`src/rtl/dcr_pkg.sv`:
```
// dcr_pkg: offsets, field positions, reset values for the dma command regs
// assumes an 8-bit isa-style i/o window with a 4-bit register offset
package dcr_pkg;
  // ----------------------------------------------------------------------
  // register offsets (low four bits of the i/o address)
  // ----------------------------------------------------------------------
  localparam logic [3:0] OFF_SOFT_REQUEST = 4'h9;
  localparam logic [3:0] OFF_SINGLE_CHANNEL_MASK = 4'hA;
  localparam logic [3:0] OFF_CHANNEL_TRANSFER_SETUP = 4'hB;
  localparam logic [3:0] OFF_BYTE_POINTER_RESET = 4'hC;
  localparam logic [3:0] OFF_LAST_MOVED_BYTE = 4'hD;
  localparam logic [3:0] OFF_CONTROLLER_SOFT_RESET = 4'hD;
  localparam logic [3:0] OFF_UNMASK_ALL_CHANNELS = 4'hE;
  // ----------------------------------------------------------------------
  // field positions
  // ----------------------------------------------------------------------
  localparam int SEL_LSB = 0;
  localparam int ASSERT_OR_DROP_BIT = 2;
  localparam int TYPE_LSB = 2;
  localparam int AUTO_INIT_BIT = 4;
  localparam int STEP_DIR_BIT = 5;
  localparam int MODE_LSB = 6;
  localparam int MEMORY_COPY_ENABLE_BIT = 0;
  // ----------------------------------------------------------------------
  // encodings and reset values
  // ----------------------------------------------------------------------
  localparam logic [1:0] MODE_DEMAND = 2'h0;
  localparam logic [1:0] MODE_SINGLE = 2'h1;
  localparam logic [1:0] MODE_BLOCK = 2'h2;
  localparam logic [1:0] MODE_CASCADE = 2'h3;
  localparam logic [1:0] TYPE_VERIFY = 2'h0;
  localparam logic [1:0] TYPE_ILLEGAL = 2'h3;
  localparam logic [3:0] RST_CHAN4 = 4'h0;
  localparam logic [3:0] RST_MASK4 = 4'hF;
  localparam logic [7:0] RST_BYTE = 8'h00;
  localparam logic RST_BIT = 1'b0;
endpackage

```
`src/rtl/dcr_chan_mode.sv`:
```
// dcr_chan_mode: stored mode word of one dma channel
// assumes writes come from the register decoder on the same clock
`timescale 1ns/10ps
module dcr_chan_mode (
  input wire logic core_clk_i,
  input wire logic rst_i,
  input wire logic clr_i,
  input wire logic wr_i,
  input wire logic [7:0] data_i,
  input wire logic memory_copy_enable_i,
  output logic [1:0] mode_o,
  output logic address_step_direction_o,
  output logic auto_init_o,
  output logic [1:0] transfer_type_field_o
);
  logic [1:0] next_mode;
  logic next_dir;
  logic next_ai;
  logic [1:0] next_type;
  logic [1:0] type_raw;

  // ----------------------------------------------------------------------
  // next state: load whole mode word on a selected write
  // ----------------------------------------------------------------------
  always_comb
  begin
    next_mode = mode_o;
    next_dir = address_step_direction_o;
    next_ai = auto_init_o;
    next_type = type_raw;
    if (clr_i)
    begin
      next_mode = dcr_pkg::MODE_DEMAND;
      next_dir = dcr_pkg::RST_BIT;
      next_ai = dcr_pkg::RST_BIT;
      next_type = dcr_pkg::TYPE_VERIFY;
    end
    else if (wr_i)
    begin
      next_mode = data_i[dcr_pkg::MODE_LSB +: 2];
      next_dir = data_i[dcr_pkg::STEP_DIR_BIT];
      next_ai = data_i[dcr_pkg::AUTO_INIT_BIT];
      next_type = data_i[dcr_pkg::TYPE_LSB +: 2];
    end
  end

  // registers only
  always_ff @(posedge core_clk_i)
  begin
    if (rst_i)
    begin
      mode_o <= dcr_pkg::MODE_DEMAND;
      address_step_direction_o <= dcr_pkg::RST_BIT;
      auto_init_o <= dcr_pkg::RST_BIT;
      type_raw <= dcr_pkg::TYPE_VERIFY;
    end
    else
    begin
      mode_o <= next_mode;
      address_step_direction_o <= next_dir;
      auto_init_o <= next_ai;
      type_raw <= next_type;
    end
  end

  // type is don't-care in cascade or memory copy; forced to verify there
  always_ff @(posedge core_clk_i)
  begin
    if (rst_i)
      transfer_type_field_o <= dcr_pkg::TYPE_VERIFY;
    else if (next_mode == dcr_pkg::MODE_CASCADE || memory_copy_enable_i)
      transfer_type_field_o <= dcr_pkg::TYPE_VERIFY;
    else
      transfer_type_field_o <= next_type;
  end
endmodule // dcr_chan_mode

```
`src/rtl/dcr_temp_hold.sv`:
```
// dcr_temp_hold: holding register of the last memory-copy byte
// assumes the transfer engine pulses capture_i with the moved byte
`timescale 1ns/10ps
module dcr_temp_hold (
  input wire logic core_clk_i,
  input wire logic rst_i,
  input wire logic clr_i,
  input wire logic capture_i,
  input wire logic [7:0] byte_i,
  output logic [7:0] byte_o
);
  logic [7:0] next_byte;

  // capture wins over clear: a byte landing with master clear is kept
  always_comb
  begin
    next_byte = byte_o;
    if (capture_i)
      next_byte = byte_i;
    else if (clr_i)
      next_byte = dcr_pkg::RST_BYTE;
  end

  always_ff @(posedge core_clk_i)
  begin
    if (rst_i)
      byte_o <= dcr_pkg::RST_BYTE;
    else
      byte_o <= next_byte;
  end
endmodule // dcr_temp_hold

```
`src/rtl/dcr_regs.sv`:
```
// dcr_regs: write-side command and mode registers of a 4-channel dma
// assumes a synchronous i/o strobe interface from the isa window decoder
`timescale 1ns/10ps
// Contract
// - request write sets or clears one channel's software request by bit 2.
// - single mask write sets or clears one channel's mask, others kept.
// - mode write stores transfer mode, step direction and auto-init.
// - mode write affects only the channel in its low two bits.
// - bits 3:2 give verify, write or read; software never writes 11.
// - transfer type ignored in cascade mode or with memory copy enabled.
// - any write at 0xC clears the byte pointer toggle.
// - read at 0xD returns last byte of latest memory copy.
// - any write at 0xD resets all controller registers like hardware reset; a temp byte captured in that same cycle is kept.
// - any write at 0xE clears all four channel masks.
// - toggle zero selects low byte, one selects high byte of 16-bit regs.
module dcr_regs #(
  parameter int NUM_CH = 4
) (
  input wire logic core_clk_i,
  input wire logic rst_i,
  input wire logic io_wr_i,
  input wire logic io_rd_i,
  input wire logic [3:0] io_addr_i,
  input wire logic [7:0] io_wdata_i,
  input wire logic word_reg_access_i,
  input wire logic [7:0] controller_command_i,
  input wire logic temp_capture_i,
  input wire logic [7:0] temp_byte_i,
  output logic [7:0] io_rdata_o,
  output logic io_rvalid_o,
  output logic [NUM_CH-1:0] soft_req_o,
  output logic [NUM_CH-1:0] chan_mask_o,
  output logic [2*NUM_CH-1:0] mode_o,
  output logic [NUM_CH-1:0] address_step_direction_o,
  output logic [NUM_CH-1:0] auto_init_o,
  output logic [2*NUM_CH-1:0] transfer_type_field_o,
  output logic byte_pointer_toggle_o,
  output logic software_master_clear_o
);
  // ----------------------------------------------------------------------
  // decode
  // ----------------------------------------------------------------------
  logic wr_req;
  logic wr_mask;
  logic wr_mode;
  logic wr_bp;
  logic wr_clr;
  logic wr_unmask;
  logic memory_copy_enable;
  logic [1:0] sel;
  logic setbit;
  logic [7:0] temp_q;

  // one-hot channel pick from the two select bits
  function automatic logic [NUM_CH-1:0] chan_dec(input logic [1:0] s);
    chan_dec = '0;
    chan_dec[s] = 1'b1;
  endfunction

  assign sel = io_wdata_i[dcr_pkg::SEL_LSB +: 2];
  assign setbit = io_wdata_i[dcr_pkg::ASSERT_OR_DROP_BIT];
  assign memory_copy_enable =
    controller_command_i[dcr_pkg::MEMORY_COPY_ENABLE_BIT];
  // strobes per register
  assign wr_req = io_wr_i && io_addr_i == dcr_pkg::OFF_SOFT_REQUEST;
  assign wr_mask = io_wr_i && io_addr_i == dcr_pkg::OFF_SINGLE_CHANNEL_MASK;
  assign wr_mode = io_wr_i &&
    io_addr_i == dcr_pkg::OFF_CHANNEL_TRANSFER_SETUP;
  assign wr_bp = io_wr_i && io_addr_i == dcr_pkg::OFF_BYTE_POINTER_RESET;
  assign wr_clr = io_wr_i && io_addr_i == dcr_pkg::OFF_CONTROLLER_SOFT_RESET;
  assign wr_unmask = io_wr_i &&
    io_addr_i == dcr_pkg::OFF_UNMASK_ALL_CHANNELS;

  // ----------------------------------------------------------------------
  // request, mask and byte pointer state
  // ----------------------------------------------------------------------
  logic [NUM_CH-1:0] next_req;
  logic [NUM_CH-1:0] next_mask;
  logic next_bp;
  logic next_mclr;

  // ----------------------------------------------------------------------
  // software request group
  // ----------------------------------------------------------------------
  // bits 7:3 of a request write are never looked at, so reserved ones
  // written by careless software cannot reach another channel
  always_comb
  begin
    next_req = soft_req_o;
    if (wr_clr)
      next_req = dcr_pkg::RST_CHAN4[NUM_CH-1:0];
    else if (wr_req && setbit)
      next_req = soft_req_o | chan_dec(sel);
    else if (wr_req)
      next_req = soft_req_o & ~chan_dec(sel);
  end

  // registers only
  always_ff @(posedge core_clk_i)
  begin
    if (rst_i)
      soft_req_o <= dcr_pkg::RST_CHAN4[NUM_CH-1:0];
    else
      soft_req_o <= next_req;
  end

  // ----------------------------------------------------------------------
  // channel mask group
  // ----------------------------------------------------------------------
  // unmask-all outranks a single mask write; the offsets differ, so the
  // order only fixes intent should the decoder ever change
  always_comb
  begin
    next_mask = chan_mask_o;
    if (wr_clr)
      next_mask = dcr_pkg::RST_MASK4[NUM_CH-1:0];
    else if (wr_unmask)
      next_mask = '0;
    else if (wr_mask && setbit)
      next_mask = chan_mask_o | chan_dec(sel);
    else if (wr_mask)
      next_mask = chan_mask_o & ~chan_dec(sel);
  end

  // registers only
  always_ff @(posedge core_clk_i)
  begin
    if (rst_i)
      chan_mask_o <= dcr_pkg::RST_MASK4[NUM_CH-1:0];
    else
      chan_mask_o <= next_mask;
  end

  // ----------------------------------------------------------------------
  // byte pointer group
  // ----------------------------------------------------------------------
  // clear write wins over a same-cycle byte access flip, so software
  // that clears first always starts on the low byte
  always_comb
  begin
    next_bp = byte_pointer_toggle_o;
    if (wr_clr)
      next_bp = dcr_pkg::RST_BIT;
    else if (wr_bp)
      next_bp = dcr_pkg::RST_BIT;
    else if (word_reg_access_i)
      next_bp = ~byte_pointer_toggle_o;
  end

  // registers only
  always_ff @(posedge core_clk_i)
  begin
    if (rst_i)
      byte_pointer_toggle_o <= dcr_pkg::RST_BIT;
    else
      byte_pointer_toggle_o <= next_bp;
  end

  // ----------------------------------------------------------------------
  // master clear pulse
  // ----------------------------------------------------------------------
  // one-cycle flag so the transfer engine can drop back to idle as well
  always_comb
  begin
    next_mclr = wr_clr;
  end

  // registers only
  always_ff @(posedge core_clk_i)
  begin
    if (rst_i)
      software_master_clear_o <= dcr_pkg::RST_BIT;
    else
      software_master_clear_o <= next_mclr;
  end

  // ----------------------------------------------------------------------
  // per-channel mode words
  // ----------------------------------------------------------------------
  logic [NUM_CH-1:0] mode_wr;
  assign mode_wr = wr_mode ? chan_dec(sel) : '0;

  genvar g;
  generate
    for (g = 0; g < NUM_CH; g++)
    begin : g_ch
      dcr_chan_mode u_mode (
        .core_clk_i(core_clk_i),
        .rst_i(rst_i),
        .clr_i(wr_clr),
        .wr_i(mode_wr[g]),
        .data_i(io_wdata_i),
        .memory_copy_enable_i(memory_copy_enable),
        .mode_o(mode_o[2*g +: 2]),
        .address_step_direction_o(address_step_direction_o[g]),
        .auto_init_o(auto_init_o[g]),
        .transfer_type_field_o(transfer_type_field_o[2*g +: 2])
      );
    end
  endgenerate

  // ----------------------------------------------------------------------
  // temporary byte and read path
  // ----------------------------------------------------------------------
  dcr_temp_hold u_temp (
    .core_clk_i(core_clk_i),
    .rst_i(rst_i),
    .clr_i(wr_clr),
    .capture_i(temp_capture_i),
    .byte_i(temp_byte_i),
    .byte_o(temp_q)
  );

  logic [7:0] next_rdata;
  logic next_rvalid;

  // only offset 0xD reads back here; other offsets answer zero
  always_comb
  begin
    next_rvalid = io_rd_i;
    next_rdata = 8'h00;
    if (io_rd_i && io_addr_i == dcr_pkg::OFF_LAST_MOVED_BYTE)
      next_rdata = temp_q;
  end

  always_ff @(posedge core_clk_i)
  begin
    if (rst_i)
    begin
      io_rdata_o <= dcr_pkg::RST_BYTE;
      io_rvalid_o <= dcr_pkg::RST_BIT;
    end
    else
    begin
      io_rdata_o <= next_rdata;
      io_rvalid_o <= next_rvalid;
    end
  end
endmodule // dcr_regs

```
`config.mk`:
```
export PLATFORM = sky130hd
export DESIGN_NAME = dcr_regs
export DESIGN_NICKNAME = d
export VERILOG_FILES = /design/src/rtl/dcr_pkg.sv /design/src/rtl/dcr_chan_mode.sv /design/src/rtl/dcr_temp_hold.sv /design/src/rtl/dcr_regs.sv
export SDC_FILE = /design/constraint.sdc
export NUM_CORES = 1
export LEC_CHECK = 0
export BUFFER_PORTS_ARGS = -buffer_cell sky130_fd_sc_hd__buf_4
export CAP_MARGIN = 10
export CORE_MARGIN = 2
export CORE_UTILIZATION = 40
export DETAILED_ROUTE_END_ITERATION = 8
export PLACE_DENSITY = 0.71
export SYNTH_ARGS = -nofsm -noshare
export SYNTH_HDL_FRONTEND = slang
export SYNTH_SLANG_ARGS = --single-unit
```
`constraint.sdc`:
```
create_clock -name core_clk_i -period 1 [get_ports core_clk_i]
set_input_delay 0.1 -clock core_clk_i [delete_from_list [all_inputs] [get_ports core_clk_i]]
set_output_delay 0.1 -clock core_clk_i [all_outputs]
set_load 0.02 [all_outputs]
```
==> results of run 1 <==
-- sequential cells by signal (all words and copies together), names as in the netlist, 4 cells and up, named ones only --
register,cells
g_ch.u_mode.auto_init_o,4
g_ch.u_mode.transfer_type_field_o,8
g_ch.u_mode.mode_o,8
io_rdata_o,8
g_ch.u_mode.address_step_direction_o,4
g_ch.u_mode.type_raw,8
u_temp.byte_o,8
chan_mask_o,4
-- placed cells by master (no fill, tap or decap), types with 8 or more instances in the layout --
cell type	count
o21ai_0	30
nand4_1	13
a21oi_1	36
clkbuf_8	11
o211ai_1	8
a21oi_2	8
and2_1	10
nand3_1	24
dfxtp_1	56
nand2_1	12
nor2b_1	13
buf_4	95
-- cell type report --
type                            count  area (sq um)
Clock buffer                       13           159
Clock inverter                      2          35.0
Fill cell                         575          2770
Inverter                            5          18.8
Multi-Input combinational cell    189          1170
Sequential cell                    59          1180
Tap cell                           77          96.3
Timing Repair Buffer              102           843
-- logic make-up after synthesis --
logic type	Yosys count	synth area share
AOI/OAI and AO/OA	100	0.237
xor gates and xnor gates	1	0.00340
buffers and inverters	37	0.0880
DFF	59	0.459
and+or+nand+nor	88	0.212
-- per-stage QoR --
step	total power, mW	utilization
after detailed placement	2.98	0.525
after CTS	5.11	0.558
after global routing	5.28	0.558
after global placement	2.97	0.525
after floorplan	2.70	-
final	5.08	0.558
-- power groups by stage --
stage          logic [mW]  clock network (mW)  registers (mW)
2_1_floorplan       0.237                   0            2.47
3_3_place_gp        0.522                   0            2.45
3_5_place_dp        0.527                   0            2.45
4_1_cts             0.532                2.18            2.40
5_1_grt             0.578                2.29            2.40
6_report            0.534                2.14            2.40
-- worst max-delay path by stage --
stage	slack [ns]	depth (start not counted)	end
3_5_place_dp	-0.19	5	flip-flop
4_1_cts	0.03	1	mode_o[6]
6_report	0.06	1	mode_o[2]
5_1_grt	0.007	1	mode_o[3]
2_1_floorplan	0.008	4	g_ch[1].u_mode.transfer_type_field_o[0]$_SDFF_PP0_
3_3_place_gp	-0.13	4	chan_mask_o[2]$_SDFFE_PP1P_
-- cell usage after synthesis (2+ instances only) --
master,n,area [sq um]
inv_1,5,18.8
o21ai_1,6,30.0
o21ai_0,30,150
nand3_1,24,120
nor2b_1,13,81.3
a21boi_0,2,15.0
o41ai_1,4,35.0
clkbuf_1,4,15.0
buf_4,11,82.6
buf_2,12,60.1
and2_1,10,62.6
nor3_1,2,10.0
a21oi_2,8,70.1
a21oi_1,36,180
o211ai_1,8,60.1
and4b_1,3,30.0
dfxtp_1,59,1180
nand2_1,12,45.0
buf_6,4,45.0
nand4b_1,2,17.5
a221o_1,4,40.0
nand4_1,13,81.3
-- layer usage --
layer	track usage	routed length [um]	vias up
li1	-	-	1192
met1	0.246	2950	1124
met2	0.297	3070	62
met3	0.0482	318	8
met4	0.0704	94	0
met5	0	0	-
-- timing repair --
item                                    CTS  global route
hold buffers                              1             0
endpoints found under the setup margin    0             3
hold endpoints to repair                  1             0
gates resized for setup                   0             3
setup buffers                             0             0
==> summary.txt, run 1 <==
Synth Warn # = 0
final non-filler cell total = 447
placed wire-length estimate = 4480 um
Switching Share = 0.230
RSZ-0062 raised after global routing = no
Tcrit/Tclk final = 0.940
num ports = 77
Post-Syn Area per Cell = 9.03 sq um
asr flop ratio synth = 0
library cells used by synthesis = 35
DR DRC count = 0
# Max-Cap Violations = 0
largest net degree at the start of global routing = 37
Post-DP Area = 3300 sq um
global route overflow = 0
setup ws final = 0.0599 ns
Die ar. = 7090 sq um
worst path bufs/invs = 1
starting DRC count in detailed routing = 117
CP max stage cell = dfxtp_1
row cnt = 29
Total GRT Usage = 0.187
total clock sinks = 59
post-route minimum period = 0.940 ns
Avg WL per Cell = 14.4 um
setup slack at placement = -0.187 ns
Net Sw Power = 1.17 mW
gpl congestion = 0.837
Crit. Startpoint = g_ch[1].u_mode.mode_o[0]$_SDFF_PP0_
Routed WL = 6440 um
Post-synth EDFFs = 0
H-tree levels = 3
Critical Path Start Type = flip-flop
Clock Skew = 0.00508 ns
flop2flop setup slack = 0.24 ns
Max-slew headroom = 0.787
Worst-Margin Slew = 0.316 ns
P_int = 3.91 mW
DR pass1 iterations = 4
kind of critical path = flip-flop to output port
outcome = finished, final reports clean
Die Wd = 84.2 um
Synth Register Bits = 59
sequential share of power = 0.473
ys flop type = dfxtp_1
Synthesized Nets = 319
Critical Path RT = 0.90 ns
port buffer count = 69
hold_ws = 0.0323 ns
clock root buffer = clkbuf_8
CTS tree = yes
reg-to-reg startpoint = g_ch[2].u_mode.mode_o[1]$_SDFF_PP0_
Area Overhead vs Synth = 36.1%
initial antenna violation count = 0
hold violation count in the final report = 0
IR Drop Worst-Case VDD = 0.000852 V
worst hold start = temp_byte_i[7]
initial core utilization = 0.410
vias = 2,386
total core area = 6280 sq um
CP Data Arrival Time = 0.84 ns
Clock Power Share = 0.422
crit-path leading delay family = flip-flops
die height = 84.2 um
Gate Count Post-Synth = 285
crit path cell chain = buf_4
number of global-route vias before repair = 2,244
Worst Setup End Kind = output port
final net count = 400
Post-DRT Antenna Nets = 0
Max Buffers Root-to-Sink = 2
Fmax = 1060 MHz
min-delay worst type = primary input to flip-flop
leakage power total = 1.40 nW
Final Slew Violations = 0
clock slew at reported path FFs = 0.07 ns
first-pass GRT wire length = 10,600 um
cell area after layout = 3500 sq um
layout cells sized above 1 = 0.354
crit-path max FO = 3
Via density = 5.34
Seq/Total Area, Yosys = 0.459
Combinational Power Share = 0.105
CP max stage delay = 0.36 ns
Hold Path End = u_temp.byte_o[7]$_SDFFE_PP0P_
CTS Buf Count = 9
final setup violation count = 0
reg2reg end = g_ch[2].u_mode.transfer_type_field_o[1]$_SDFF_PP0_
pwr dens = 1450 nW/um^2
clock latency at the later pin of the worst-skew pair = 0.33 ns
Min-Delay Path Depth = 3
ANT cells = 0
Reg2Reg Depth = 3
Cells after DPL = 431
cell area after synthesis = 2570 sq um
setup_tns = 0 ns
Power figures use the tool's default switching activity.
==> inputs of run 2 (changes only) <==
--- a/config.mk
+++ b/config.mk
@@ -5,12 +5,13 @@
 export SDC_FILE = /design/constraint.sdc
 export NUM_CORES = 1
 export LEC_CHECK = 0
+export ABC_AREA = 1
 export BUFFER_PORTS_ARGS = -buffer_cell sky130_fd_sc_hd__buf_4
 export CAP_MARGIN = 10
-export CORE_MARGIN = 2
+export CORE_MARGIN = 4
 export CORE_UTILIZATION = 40
 export DETAILED_ROUTE_END_ITERATION = 8
-export PLACE_DENSITY = 0.71
+export PLACE_DENSITY = 0.72
 export SYNTH_ARGS = -nofsm -noshare
 export SYNTH_HDL_FRONTEND = slang
 export SYNTH_SLANG_ARGS = --single-unit
==> run 2 against run 1 <==
  * Via count fell by 9.7%
  * Fmax fell by 2.1%
  * Total power increased by 5.8%
  * Count of clock-buffer cells in the layout down 4
  * Cell area is 7.8% lower
  * Largest cell class unchanged
==> summary.txt, run 2 <==
outcome = finished, final reports clean (unchanged)
worst path bufs/invs = 1 (unchanged)
Synthesized Nets = 329 (was 319)
reg-to-reg startpoint = g_ch[3].u_mode.mode_o[0]$_SDFF_PP0_ (was g_ch[2].u_mode.mode_o[1]$_SDFF_PP0_)
Critical Path Start Type = flip-flop (unchanged)
ANT cells = 0 (unchanged)
IR Drop Worst-Case VDD = 0.000970 V (was 0.000852 V)
Via density = 4.71 (was 5.34)
Max Buffers Root-to-Sink = 2 (unchanged)
CTS tree = yes (unchanged)
Area Overhead vs Synth = 41.0% (was 36.1%)
Post-Syn Area per Cell = 7.77 sq um (was 9.03 sq um)
clock root buffer = clkbuf_8 (unchanged)
DR DRC count = 0 (unchanged)
Worst Setup End Kind = output port (unchanged)
Avg WL per Cell = 12.5 um (was 14.4 um)
post-synthesis adder-cell area fraction = 0 (unchanged)
total clock sinks = 59 (unchanged)
commonest non-fill, non-tap cell in the layout = buf_4 (unchanged)
Die Wd = 83.7 um (was 84.2 um)
ys flop type = dfxtp_1 (unchanged)
asr flop ratio synth = 0 (unchanged)
setup_tns = 0 ns (unchanged)
Total GRT Usage = 0.172 (was 0.187)
XOR/XNOR Fraction of Synth Area = 0 (was 0.00340)
Worst-Margin Slew = 0.342 ns (was 0.316 ns)
fin util = 0.583 (was 0.558)
initial antenna violation count = 0 (unchanged)
mux cell area share after synthesis = 0 (unchanged)
final total power = 5.37 mW (was 5.08 mW)
H-tree levels = 3 (unchanged)
initial core utilization = 0.414 (was 0.410)
row cnt = 27 (was 29)
CTS Buf Count = 9 (unchanged)
total core area = 5540 sq um (was 6280 sq um)
first-pass GRT wire length = 9640 um (was 10,600 um)
final setup violation count = 0 (unchanged)
pwr dens = 1660 nW/um^2 (was 1450 nW/um^2)
vias = 2,155 (was 2,386)
Yosys top cell area share = 0.516 (was 0.459)
Tcrit/Tclk final = 0.960 (was 0.940)
leakage power total = 1.46 nW (was 1.40 nW)
worst hold start = word_reg_access_i (was temp_byte_i[7])
starting DRC count in detailed routing = 119 (was 117)
final net count = 415 (was 400)
most common cell in the synthesized netlist = nand2_1 (was dfxtp_1)
complex-gate fraction of the synthesized area = 0.0972 (was 0.237)
hold_ws = 0.0177 ns (was 0.0323 ns)
crit path cell chain = buf_4 (unchanged)
crit-path max FO = 2 (was 3)
die height = 83.7 um (was 84.2 um)
layout cells sized above 1 = 0.332 (was 0.354)
gpl congestion = 0.824 (was 0.837)
Die ar. = 7000 sq um (was 7090 sq um)
Post-DRT Antenna Nets = 0 (unchanged)
most frequent cells in the layout = buf_4 (90), nand2_1 (73), dfxtp_1 (56) (was buf_4 (95), dfxtp_1 (56), a21oi_1 (36))
min-delay worst type = primary input to flip-flop (unchanged)
RSZ-0062 raised after global routing = no (unchanged)
post-route minimum period = 0.960 ns (was 0.940 ns)
number of global-route vias before repair = 2,054 (was 2,244)
# Max-Cap Violations = 0 (unchanged)
Post-synth EDFFs = 0 (unchanged)
library cells used by synthesis = 19 (was 35)
crit-path leading delay family = flip-flops (unchanged)
Layout fillers = 516 (was 575)
Synth Register Bits = 59 (unchanged)
num ports = 77 (unchanged)
Seq/Total Area, Yosys = 0.516 (was 0.459)
global route overflow = 0 (unchanged)
CP max stage cell = dfxtp_1 (unchanged)
Critical Path RT = 0.90 ns (about the same)
clock latency at the later pin of the worst-skew pair = 0.34 ns (was 0.33 ns)
Gate Count Post-Synth = 295 (was 285)
DR pass1 iterations = 4 (unchanged)
area leader, netlist = dfxtp_1 (unchanged)
Max-slew headroom = 0.772 (was 0.787)
placed wire-length estimate = 4300 um (was 4480 um)
kind of critical path = flip-flop to output port (unchanged)
synth top area cells = dfxtp_1 (52%), nand2_1 (12%), nor2_1 (6.6%) (was dfxtp_1 (46%), a21oi_1 (7.0%), o21ai_0 (5.8%))
CP max stage delay = 0.36 ns (about the same)
cell area after synthesis = 2290 sq um (was 2570 sq um)
Simple-Gate Fraction of Synth Area = 0.291 (was 0.212)
port buffer count = 69 (unchanged)
Clock Skew = 0.00438 ns (was 0.00508 ns)
Synth Warn # = 0 (unchanged)
largest family of logic cells by synthesized area = simple AND/OR/NAND/NOR gates (was compound AO/OA/AOI/OAI gates)
setup bufs post-CTS = 0 (unchanged)
Routed WL = 5740 um (was 6440 um)
Final Slew Violations = 0 (unchanged)
Fmax = 1040 MHz (was 1060 MHz)
hold violation count in the final report = 0 (unchanged)
clock slew at reported path FFs = 0.07 ns (about the same)
top cells by count, synth = nand2_1 (73), dfxtp_1 (59), nor2_1 (40), a21oi_1 (22), inv_1 (20) (was dfxtp_1 (59), a21oi_1 (36), o21ai_0 (30), nand3_1 (24))
largest net degree at the start of global routing = 26 (was 37)
CP Data Arrival Time = 0.86 ns (was 0.84 ns)
Crit. Startpoint = g_ch[3].u_mode.mode_o[0]$_SDFF_PP0_ (was g_ch[1].u_mode.mode_o[0]$_SDFF_PP0_)
==> run 2: layout make-up <==
cell class,instances,area (sq um),area share
tap,72,90.1,0.0279
clock buffer,9,124,0.0383
clock inverter,7,116,0.0360
timing repair buffer,93,726,0.225
multi-input combinational,191,888,0.275
inverter,27,101,0.0314
sequential,59,1180,0.367
==> run 2: path summary, 6_finish.rpt <==
| kind | end | slack, ns | cells past startpoint |
|---|---|---|---|
| setup / recovery | mode_o[6] | 0.04 | 1 |
| hold / removal | byte_pointer_toggle_o$_SDFFE_PP0P_ | 0.02 | 3 |
| setup reg to reg | g_ch[3].u_mode.transfer_type_field_o[0]$_SDFF_PP0_ | 0.14 | 5 |
| hold reg to reg | io_rdata_o[0]$_SDFF_PP0_ | 0.43 | 2 |
==> run 2: per-layer routing <==
metal	wire length, um	GRT usage	vias to the layer above
met2	2640	0.273	74
met4	84	0.0541	0
met5	0	0	-
li1	-	-	1121
met1	2650	0.211	952
met3	361	0.0750	8
==> run 2: cell families after synthesis <==
group                  after synthesis
and+or+nand+nor                    151
buffers and inverters               45
DFF                                 59
AOI/OAI and AO/OA                   40
==> run 2: power breakdown <==
part	switching, mW	internal, mW	leakage, nW
logic	0.214	0.172	0.860
clock network	0.935	1.65	0.119
registers	0.0170	2.39	0.479
==> run 2: metrics by stage <==
step | cell area [sq um] | setup slack [ns] | cells
floorplan | 2290 | 0.0162 | 295
global placement | 2980 | -0.130 | 441
detailed placement | 2980 | -0.177 | 441
CTS | 3230 | 0.0230 | 458
global route | 3230 | 0.00160 | 458
finish | 3230 | 0.0397 | 458
==> run 2: tightest hold or removal path, cell delays in order <==
cell     delay [ns]
buf_4          0.08
o21ai_0        0.06
nor2_1         0.07
==> run 2: timing repair <==
action                     4_1_cts  5_1_grt
hold endpoints to repair         1        0
resized for setup                0        3
setup endpoints to repair        0        3
hold buffers                     1        0
